<file path="config.mk">
export PLATFORM = sky130hd
export DESIGN_NAME = wwdog_top
export DESIGN_NICKNAME = d
export VERILOG_FILES = /design/src/logic/wwdog_pkg.sv /design/src/logic/wwdog_top.sv /design/src/logic/wwdog_tick_edge.sv
export SDC_FILE = /design/constraint.sdc
export NUM_CORES = 1
export LEC_CHECK = 0
export BUFFER_PORTS_ARGS = -buffer_cell sky130_fd_sc_hd__buf_2
export CORE_UTILIZATION = 54
export DETAILED_ROUTE_END_ITERATION = 10
export HOLD_SLACK_MARGIN = 0.05
export PLACE_DENSITY_LB_ADDON = 0.1
export SYNTH_ARGS = -nofsm -noshare
export SYNTH_HDL_FRONTEND = slang
export SYNTH_SLANG_ARGS = --single-unit
</file>
<file path="constraint.sdc">
create_clock -name CLOCK -period 2.6 [get_ports CLOCK]
set_input_delay 0.13 -clock CLOCK [delete_from_list [all_inputs] [get_ports CLOCK]]
set_output_delay 0.13 -clock CLOCK [all_outputs]
set_load 0.02 [all_outputs]
</file>
<file path="src/logic/wwdog_pkg.sv">
// Package of constants and types for the windowed watchdog block
package wwdog_pkg;

  // Register byte offsets
  localparam logic [4:0] WWDOG_OFF_MODE   = 5'h00; // Mode and flags
  localparam logic [4:0] WWDOG_OFF_RELOAD = 5'h04; // Time-out reload value
  localparam logic [4:0] WWDOG_OFF_FEED   = 5'h08; // Feed sequence port
  localparam logic [4:0] WWDOG_OFF_COUNT  = 5'h0c; // Live counter value
  localparam logic [4:0] WWDOG_OFF_WARN   = 5'h10; // Warning compare point
  localparam logic [4:0] WWDOG_OFF_WINDOW = 5'h14; // Window upper limit

  // Mode register bit positions
  localparam int WWDOG_BIT_EN     = 0; // Enable, set only
  localparam int WWDOG_BIT_RSTEN  = 1; // Reset action, set only
  localparam int WWDOG_BIT_TOF    = 2; // Watchdog event flag, w1c
  localparam int WWDOG_BIT_WARN   = 3; // Warning flag, w1c
  localparam int WWDOG_BIT_CLKSEL = 4; // Tick source: 1 = dedicated osc
  localparam int WWDOG_BIT_FEEDER = 5; // Wrong feed flag, w1c
  localparam int WWDOG_BIT_WDRST  = 6; // Last reset was watchdog, w1c

  // Widths and reset values
  localparam int          WWDOG_CW         = 24;        // Counter width
  localparam logic [23:0] WWDOG_RELOAD_RST = 24'hffffff; // Reload reset
  localparam logic [23:0] WWDOG_RELOAD_MIN = 24'h0000ff; // 256 ticks
  localparam logic [23:0] WWDOG_WARN_RST   = 24'h000000; // Warning reset
  localparam logic [23:0] WWDOG_WINDOW_RST = 24'hffffff; // Window open
  localparam int          WWDOG_PRESCALE   = 4;          // Tick divider

  // Feed keys, written in this order
  localparam logic [7:0] WWDOG_FEED_KEY1 = 8'haa;
  localparam logic [7:0] WWDOG_FEED_KEY2 = 8'h55;

  // Software-visible mode bits
  typedef struct packed {
    logic clksel; // Tick source select
    logic rsten;  // Reset instead of interrupt
    logic en;     // Watchdog running
  } wwdog_mode_s;

  // Feed sequence tracker
  typedef enum logic [1:0] {
    WWDOG_FEED_IDLE  = 2'b01,
    WWDOG_FEED_ARMED = 2'b10
  } wwdog_feed_e;

endpackage

</file>
<file path="src/logic/wwdog_top.sv">
// Windowed watchdog timer with Avalon-MM register slave
`timescale 1ns/1ps
module wwdog_top
  import wwdog_pkg::*;
(
  input  wire logic        CLOCK,
  input  wire logic        RST_B,
  input  wire logic [4:0]  AVS_ADDRESS,
  input  wire logic        AVS_READ,
  input  wire logic        AVS_WRITE,
  input  wire logic [31:0] AVS_WRITEDATA,
  output logic      [31:0] AVS_READDATA,
  output logic             AVS_WAITREQUEST,
  input  wire logic        INTERNAL_RC_OSCILLATOR,
  input  wire logic        DEDICATED_WATCHDOG_OSCILLATOR,
  output logic             CHIP_RST_REQ,
  output logic             WDOG_IRQ
);

  // Bus handshake state
  logic              ack_r;        // Second cycle of an access
  logic              req;          // Any request present
  logic              wr_done;      // Write takes effect this edge
  logic              rd_first;     // First cycle of a read
  logic [31:0]       rdata_nxt;    // Read mux output

  // Register contents
  wwdog_mode_s       mode_r;       // Enable, action, tick select
  logic [23:0]       reload_r;     // Reload value
  logic [23:0]       warn_r;       // Warning compare point
  logic [23:0]       window_r;     // Window upper limit
  logic              tof_r;        // Watchdog event flag
  logic              warnf_r;      // Warning flag
  logic              feederr_r;    // Wrong feed flag
  logic              wdrst_r;      // Watchdog caused last reset

  // Counter path
  logic [WWDOG_CW-1:0] count_r;    // Down-counter
  logic [1:0]        pre_r;        // Prescaler phase
  logic              rc_rise;      // Synchronised internal RC tick
  logic              osc_rise;     // Synchronised dedicated osc tick
  logic              tick;         // Selected source tick
  logic              ptick;        // Prescaled tick

  // Feed decode
  wwdog_feed_e       feed_r;       // Feed sequence state
  logic              feed_wr;      // Write to feed port
  logic              feed_ok;      // Correct second key
  logic              feed_bad;     // Wrong feed key while enabled
  logic              win_bad;      // Counter above window limit while enabled
  logic              reload_ev;    // Counter reload event
  logic              timeout_ev;   // Prescaled tick while counter at zero
  logic              fail_ev;      // Time-out or feed failure
  logic              warn_ev;      // Warning point reached
  logic              rst_pend_r;   // Reset request pulse register

  // Byte lane free bus: whole-word writes only
  assign req      = AVS_READ | AVS_WRITE;
  assign wr_done  = AVS_WRITE & ack_r;
  assign rd_first = AVS_READ & ~ack_r;

  // One wait cycle per access so read data comes from a flop
  // Back-to-back requests each still get their own wait cycle
  assign AVS_WAITREQUEST = req & ~ack_r;

  // Access phase tracker
  always_ff @(posedge CLOCK or negedge RST_B) begin
    if (!RST_B) begin
      ack_r <= 1'b0;
    end else begin
      ack_r <= req & ~ack_r;
    end
  end

  // Read multiplexer, unmapped offsets read as zero
  always_comb begin
    rdata_nxt = 32'h00000000;
    case (AVS_ADDRESS)
      WWDOG_OFF_MODE: begin
        rdata_nxt[WWDOG_BIT_EN]     = mode_r.en;
        rdata_nxt[WWDOG_BIT_RSTEN]  = mode_r.rsten;
        rdata_nxt[WWDOG_BIT_TOF]    = tof_r;
        rdata_nxt[WWDOG_BIT_WARN]   = warnf_r;
        rdata_nxt[WWDOG_BIT_CLKSEL] = mode_r.clksel;
        rdata_nxt[WWDOG_BIT_FEEDER] = feederr_r;
        rdata_nxt[WWDOG_BIT_WDRST]  = wdrst_r;
      end
      WWDOG_OFF_RELOAD: rdata_nxt[23:0] = reload_r;
      WWDOG_OFF_COUNT:  rdata_nxt[23:0] = count_r;
      WWDOG_OFF_WARN:   rdata_nxt[23:0] = warn_r;
      WWDOG_OFF_WINDOW: rdata_nxt[23:0] = window_r;
      default: begin
        // Feed port and holes read as zero
        rdata_nxt = 32'h00000000;
      end
    endcase
  end

  // Read data captured in the wait cycle, held until next read
  always_ff @(posedge CLOCK or negedge RST_B) begin
    if (!RST_B) begin
      AVS_READDATA <= 32'h00000000;
    end else if (rd_first) begin
      AVS_READDATA <= rdata_nxt;
    end
  end

  // Tick synchronisers, one per oscillator source
  // Both run all the time so a source switch needs no resync delay
  wwdog_tick_edge u_rc_edge (
    .CLOCK     (CLOCK),
    .RST_B     (RST_B),
    .tick_in   (INTERNAL_RC_OSCILLATOR),
    .tick_rise (rc_rise)
  );

  // Dedicated source keeps ticking when the system clock tree slows
  wwdog_tick_edge u_osc_edge (
    .CLOCK     (CLOCK),
    .RST_B     (RST_B),
    .tick_in   (DEDICATED_WATCHDOG_OSCILLATOR),
    .tick_rise (osc_rise)
  );

  // Source select; switching mid-count may lose one tick
  assign tick  = mode_r.clksel ? osc_rise : rc_rise;
  assign ptick = tick && (pre_r == 2'(WWDOG_PRESCALE - 1));

  // Prescaler divides the selected tick by four
  always_ff @(posedge CLOCK or negedge RST_B) begin
    if (!RST_B) begin
      pre_r <= 2'b00;
    end else if (reload_ev) begin
      pre_r <= 2'b00;
    end else if (tick) begin
      pre_r <= pre_r + 2'b01;
    end
  end

  // Feed decode, taken on the completing write edge
  // Feeds while disabled never fail, so boot code may feed freely
  assign feed_wr  = wr_done && (AVS_ADDRESS == WWDOG_OFF_FEED);
  assign feed_ok  = feed_wr && (feed_r == WWDOG_FEED_ARMED) &&
                    (AVS_WRITEDATA[7:0] == WWDOG_FEED_KEY2);
  // Window limit below reload makes early feeds fail
  assign win_bad  = mode_r.en && (count_r > window_r);
  assign feed_bad = feed_wr && mode_r.en &&
                    ((feed_r == WWDOG_FEED_ARMED) ? !feed_ok :
                     (AVS_WRITEDATA[7:0] != WWDOG_FEED_KEY1));
  assign reload_ev  = feed_ok && !win_bad;
  assign timeout_ev = mode_r.en && ptick &&
                      (count_r == '0) && !reload_ev;
  assign fail_ev    = timeout_ev || feed_bad ||
                      (feed_ok && win_bad);
  assign warn_ev    = mode_r.en && ptick && !reload_ev &&
                      (count_r == warn_r + 24'h000001);

  // Feed sequence state
  always_ff @(posedge CLOCK or negedge RST_B) begin
    if (!RST_B) begin
      feed_r <= WWDOG_FEED_IDLE;
    end else if (feed_wr) begin
      case (feed_r)
        WWDOG_FEED_IDLE: begin
          // First key arms the sequence
          feed_r <= (AVS_WRITEDATA[7:0] == WWDOG_FEED_KEY1) ?
                    WWDOG_FEED_ARMED : WWDOG_FEED_IDLE;
        end
        WWDOG_FEED_ARMED: begin
          // Second write always ends the sequence
          feed_r <= WWDOG_FEED_IDLE;
        end
        default: begin
          feed_r <= WWDOG_FEED_IDLE;
        end
      endcase
    end
  end

  // Down-counter, reload wins over decrement
  // Parks at zero; the next prescaled tick is the time-out
  always_ff @(posedge CLOCK or negedge RST_B) begin
    if (!RST_B) begin
      count_r <= WWDOG_RELOAD_RST;
    end else if (reload_ev) begin
      count_r <= reload_r;
    end else if (mode_r.en && ptick && count_r != '0) begin
      count_r <= count_r - 24'h000001;
    end
  end

  // Mode bits: software can only set enable and reset action
  always_ff @(posedge CLOCK or negedge RST_B) begin
    if (!RST_B) begin
      mode_r <= '0;
    end else begin
      if (fail_ev) begin
        mode_r.en <= 1'b0;
      end else if (wr_done && AVS_ADDRESS == WWDOG_OFF_MODE &&
                   AVS_WRITEDATA[WWDOG_BIT_EN]) begin
        mode_r.en <= 1'b1;
      end
      if (wr_done && AVS_ADDRESS == WWDOG_OFF_MODE) begin
        // Action is sticky so software cannot soften it later
        mode_r.rsten  <= mode_r.rsten | AVS_WRITEDATA[WWDOG_BIT_RSTEN];
        mode_r.clksel <= AVS_WRITEDATA[WWDOG_BIT_CLKSEL];
      end
    end
  end

  // Value registers; reload clamped to the 256-tick minimum
  always_ff @(posedge CLOCK or negedge RST_B) begin
    if (!RST_B) begin
      reload_r <= WWDOG_RELOAD_RST;
      warn_r   <= WWDOG_WARN_RST;
      window_r <= WWDOG_WINDOW_RST;
    end else if (wr_done) begin
      case (AVS_ADDRESS)
        WWDOG_OFF_RELOAD: begin
          reload_r <= (AVS_WRITEDATA[23:0] < WWDOG_RELOAD_MIN) ?
                      WWDOG_RELOAD_MIN : AVS_WRITEDATA[23:0];
        end
        WWDOG_OFF_WARN:   warn_r   <= AVS_WRITEDATA[23:0];
        WWDOG_OFF_WINDOW: window_r <= AVS_WRITEDATA[23:0];
        default: begin
          // Other offsets hold no value here
          reload_r <= reload_r;
        end
      endcase
    end
  end

  // Sticky flags: hardware set wins over write-one-to-clear
  always_ff @(posedge CLOCK or negedge RST_B) begin
    if (!RST_B) begin
      tof_r     <= 1'b0;
      warnf_r   <= 1'b0;
      feederr_r <= 1'b0;
    end else begin
      if (fail_ev) begin
        tof_r <= 1'b1;
      end else if (wr_done && AVS_ADDRESS == WWDOG_OFF_MODE &&
                   AVS_WRITEDATA[WWDOG_BIT_TOF]) begin
        tof_r <= 1'b0;
      end
      if (warn_ev) begin
        warnf_r <= 1'b1;
      end else if (wr_done && AVS_ADDRESS == WWDOG_OFF_MODE &&
                   AVS_WRITEDATA[WWDOG_BIT_WARN]) begin
        warnf_r <= 1'b0;
      end
      if (feed_bad || (feed_ok && win_bad)) begin
        feederr_r <= 1'b1;
      end else if (wr_done && AVS_ADDRESS == WWDOG_OFF_MODE &&
                   AVS_WRITEDATA[WWDOG_BIT_FEEDER]) begin
        feederr_r <= 1'b0;
      end
    end
  end

  // Reset-cause flag; cleared by the block's own RST_B (power-on) or by writing one to it
  always_ff @(posedge CLOCK or negedge RST_B) begin
    if (!RST_B) begin
      wdrst_r <= 1'b0;
    end else if (fail_ev && mode_r.rsten) begin
      wdrst_r <= 1'b1;
    end else if (wr_done && AVS_ADDRESS == WWDOG_OFF_MODE &&
                 AVS_WRITEDATA[WWDOG_BIT_WDRST]) begin
      wdrst_r <= 1'b0;
    end
  end

  // Chip reset request, one clock pulse per failure while reset action is set
  // Must not be looped onto RST_B, or the cause flag is lost
  always_ff @(posedge CLOCK or negedge RST_B) begin
    if (!RST_B) begin
      rst_pend_r <= 1'b0;
    end else begin
      rst_pend_r <= fail_ev && mode_r.rsten;
    end
  end
  assign CHIP_RST_REQ = rst_pend_r;

  // Interrupt level: warning, or failure when reset is not chosen
  always_ff @(posedge CLOCK or negedge RST_B) begin
    if (!RST_B) begin
      WDOG_IRQ <= 1'b0;
    end else begin
      WDOG_IRQ <= warnf_r | (tof_r & ~mode_r.rsten);
    end
  end

endmodule

</file>
<file path="src/logic/wwdog_tick_edge.sv">
// Two-flop synchroniser with rising edge detector for an oscillator tick
`timescale 1ns/1ps
module wwdog_tick_edge (
  input  wire logic CLOCK,
  input  wire logic RST_B,
  input  wire logic tick_in,
  output logic      tick_rise
);

  logic meta_r;  // First stage, read only by sync_r
  logic sync_r;  // Second stage, safe to use
  logic prev_r;  // Delayed copy for edge detection

  // Synchroniser chain and edge history
  always_ff @(posedge CLOCK or negedge RST_B) begin
    if (!RST_B) begin
      meta_r <= 1'b0;
      sync_r <= 1'b0;
      prev_r <= 1'b0;
    end else begin
      meta_r <= tick_in;
      sync_r <= meta_r;
      prev_r <= sync_r;
    end
  end

  // One pulse per source tick; source must be under half of CLOCK
  assign tick_rise = sync_r & ~prev_r;

endmodule

</file>
==> summary.txt <==
Pwr
  • Peak VDD IR: 0.0006256 V
  • Lkg Pwr: 4.713 nW
  • PD cells: 650.6 nW/um^2
  • Power, Total: 0.006814 W

Layout
  • Layout fillers: 1040
  • Non-Filler Instances: 1141
  • N_diodes: 0
  • Share of layout cells above drive strength 1: 0.4326
  • Syn-to-layout area delta: 29.10%
  • NumNets Final: 1014

Drt
  • Drt drc: 0
  • Vias: 7015
  • Via density: 6.148
  • Wire per inst: 21.39 um
  • Total length of routed wires: 24410 um
  • DRT antenna net count: 0
  • DRT iter0 DRCs: 638
  • Detailed Routing Iterations Pass 1: 7

Timing
  • Final Hold Violating Endpoints: 0
  • Slack of the critical path: -0.1020 ns
  • Final setup TNS: -1.209 ns
  • Unrepaired setup endpoints after global routing: yes
  • Hold slack: 0.08487 ns
  • Tmin final: 2.702 ns
  • Slew @ Worst Pin: 0.8122 ns
  • Max Clk Rate: 370.1 MHz
  • Clock Skew: 0.01265 ns
  • Tcrit/Tclk final: 1.039
  • Rel. slew slack: 0.4535
  • Final setup vio count: 26
  • Final max-slew violation count: 0

Run status
  • Failing checks: setup timing
  • Outcome: finished, violations left

Logic synthesis
  • Sequential element share of the synthesized area: 0.4431
  • Post-synth EDFFs: 0
  • Adder-Cell Fraction of Synth Area: 0.04164
  • Synth Cell Area: 8113 sq um
  • Netlist cell types: 69
  • Synthesized area per cell: 10.31 sq um
  • Synth Area in Compound Gates: 0.1302
  • Async set or reset register ratio after synthesis: 1.000
  • Main combinational cell family by area after synthesis: simple AND/OR/NAND/NOR gates
  • Synth warn: 0
  • Synth Area in Simple Gates: 0.1424
  • Most used DFF post-synth: dfstp_2
  • Synth area leaders: dfstp_2 (24%), dfrtp_1 (21%), mux2_2 (12%), ha_1 (4.2%), xnor2_1 (3.3%)
  • Yosys top cell area share: 0.2364
  • Mux share of post-synthesis cell area: 0.1336
  • Synth area leader: dfstp_2
  • Synth Register Bits: 140
  • Post-Syn Instances: 787
  • Xor and xnor area share after synthesis: 0.05398

Placed design
  • RD Place Congestion: 0.9120
  • Placed insts: 1071
  • Number of I/O port buffers: 61
  • DP Worst Slack: -0.3110 ns
  • Dpl hpwl: 17270 um

Floorplanning
  • Initial Util: 0.5561
  • Die W: 124.6 um
  • I/O pins: 78
  • Die Ht: 124.6 um
  • Die ar.: 15520 sq um
  • Core area: 14590 sq um
  • Cell row count: 44

Global routing
  • Vias in the first global route: 7051
  • First-pass GRT wire length: 38670 um
  • GRT Total Usage: 0.3233
  • Initial antenna violation count: 0
  • Remaining global-route overflow: 0
  • Largest net degree at the start of global routing: 66

Setup path
  • CP Max Fanout: 6
  • WP data arrival: 3.07 ns
  • Critical path required time: 2.97 ns
  • CP cell instances: buf_4, xnor2_2, or4_4, a2111oi_4, o22ai_1, o21bai_1, nor4_4, a32o_1
  • Startpoint types: flip-flop
  • WS Path Type: reg2reg
  • CP bufs+invs: 1
  • Worst path top cell family by delay: simple AND/OR/NAND/NOR gates
  • Max stage delay on crit path: 0.61 ns
  • Crit path max-delay cell type: dfstp_2
  • Nature of the critical path endpoint: flip-flop

CTS
  • CTS buffer count: 17
  • CTS tree: done
  • CTS root buf: clkbuf_16
  • CTS Sinks: 140
  • H-tree depth: 4
  • Clk slew on worst S/H paths: 0.06 ns
  • CTS Buffer Depth: 2
  • Clock Latency Late Sink: 0.43 ns

Job
  • Max Cap Viol: 0

Worst hold path
  • Min-Delay Path Class: in2reg
-- cells in the mapped netlist (6+ instances only) --
library cell / n
dfrtp_1: 67
a221o_1: 7
o21ai_0: 51
xnor2_1: 31
ha_1: 27
inv_1: 41
nor4_1: 19
nor3_1: 13
dfstp_2: 73
a31oi_1: 10
nor2b_1: 6
nand4_1: 21
a222oi_1: 17
buf_4: 8
nor2_1: 34
nand3_1: 19
xor2_1: 19
mux2_2: 90
buf_2: 6
a21oi_1: 21
clkbuf_1: 42
nand2_1: 64
a22o_1: 13
-- timing repair --
item / in CTS / in global routing
gates resized for setup: 58 / 20
endpoints found under the hold margin: 111 / 0
setup buffers: 7 / 2
gates cloned: 2 / 0
endpoints found under the setup margin: 32 / 32
hold buffers: 28 / 0
pin swaps: 16 / 5
-- cell usage in the layout (no fill, tap or decap), drive strengths merged, types with 23 or more instances in the layout --
cell	Yosys	layout
buf	18	164
mux2	92	92
dfstp	73	73
dfrtp	67	67
nand2	66	66
o21ai	51	51
inv	41	42
nor2	34	34
xnor2	31	31
dlygate4sd3	0	28
ha	27	27
clkbuf	43	23
-- logic make-up after synthesis --
group,Yosys count
buffers and inverters,102
XOR/XNOR,50
adder cells (fa/ha/maj),27
other,1
AO/OA/AOI/OAI,151
flip-flops,140
multiplexers,96
AND/OR/NAND/NOR,220
-- registers in the layout, indices dropped and copies added (netlist names), 2 cells and up --
signal	flops
warn_r	24
feed_r	2
reload_r	24
count_r	24
mode_r	3
pre_r	2
window_r	24
AVS_READDATA	24
-- metal layers --
| metal | global-route usage | share of wire | vias to the layer above |
|---|---|---|---|
| li1 | - | - | 3159 |
| met1 | 0.4519 | 0.44 | 3492 |
| met2 | 0.5034 | 0.47 | 311 |
| met3 | 0.05928 | 0.069 | 53 |
| met4 | 0.1148 | 0.025 | 0 |
| met5 | 0 | 0 | - |
-- worst paths after layout --
path                                                   from                          end  slack, ns  cells after the start
max in group asynchronous                             RST_B      count_r[17]$_DFFE_PN1P_       1.58                      3
min in group asynchronous                             RST_B  AVS_READDATA[5]$_DFFE_PN0P_       0.22                      2
worst max register to register      count_r[23]$_DFFE_PN1P_          warnf_r$_DFFE_PN0P_      -0.10                      8
worst max-delay path                count_r[23]$_DFFE_PN1P_          warnf_r$_DFFE_PN0P_      -0.10                      8
worst min-delay path                       AVS_WRITEDATA[7]      reload_r[7]$_DFFE_PN1P_       0.08                      3
worst min register to register  u_osc_edge.meta_r$_DFF_PN0_  u_osc_edge.sync_r$_DFF_PN0_       0.36                      0
-- layout make-up --
class / count / area [sq um] / share of cell area
Inverter: 41 / 153.9 / 0.01469
Multi-Input combinational cell: 552 / 4429 / 0.4229
Timing Repair Buffer: 192 / 1434 / 0.1369
Sequential cell: 140 / 3595 / 0.3432
Clock inverter: 9 / 132.6 / 0.01266
Tap cell: 184 / 230.2 / 0.02198
Clock buffer: 23 / 499.2 / 0.04766
-- where the power goes --
part / internal, W / switching [W]
clock network: 0.00164 / 0.000955
logic: 0.000736 / 0.000751
registers: 0.00251 / 0.000218
-- metrics by stage --
stage,area [sq um],util
global placement,9109,0.6244
detailed placement,9109,0.6244
floorplan,8145,-
global route,10470,0.7179
CTS,10360,0.7100
finish,10470,0.7179
-- worst min-delay path, stage by stage --
cell and delay (ns):
buf_2 0.08, inv_1 0.10, a31oi_1 0.15
(Power assumes the default switching activity.)
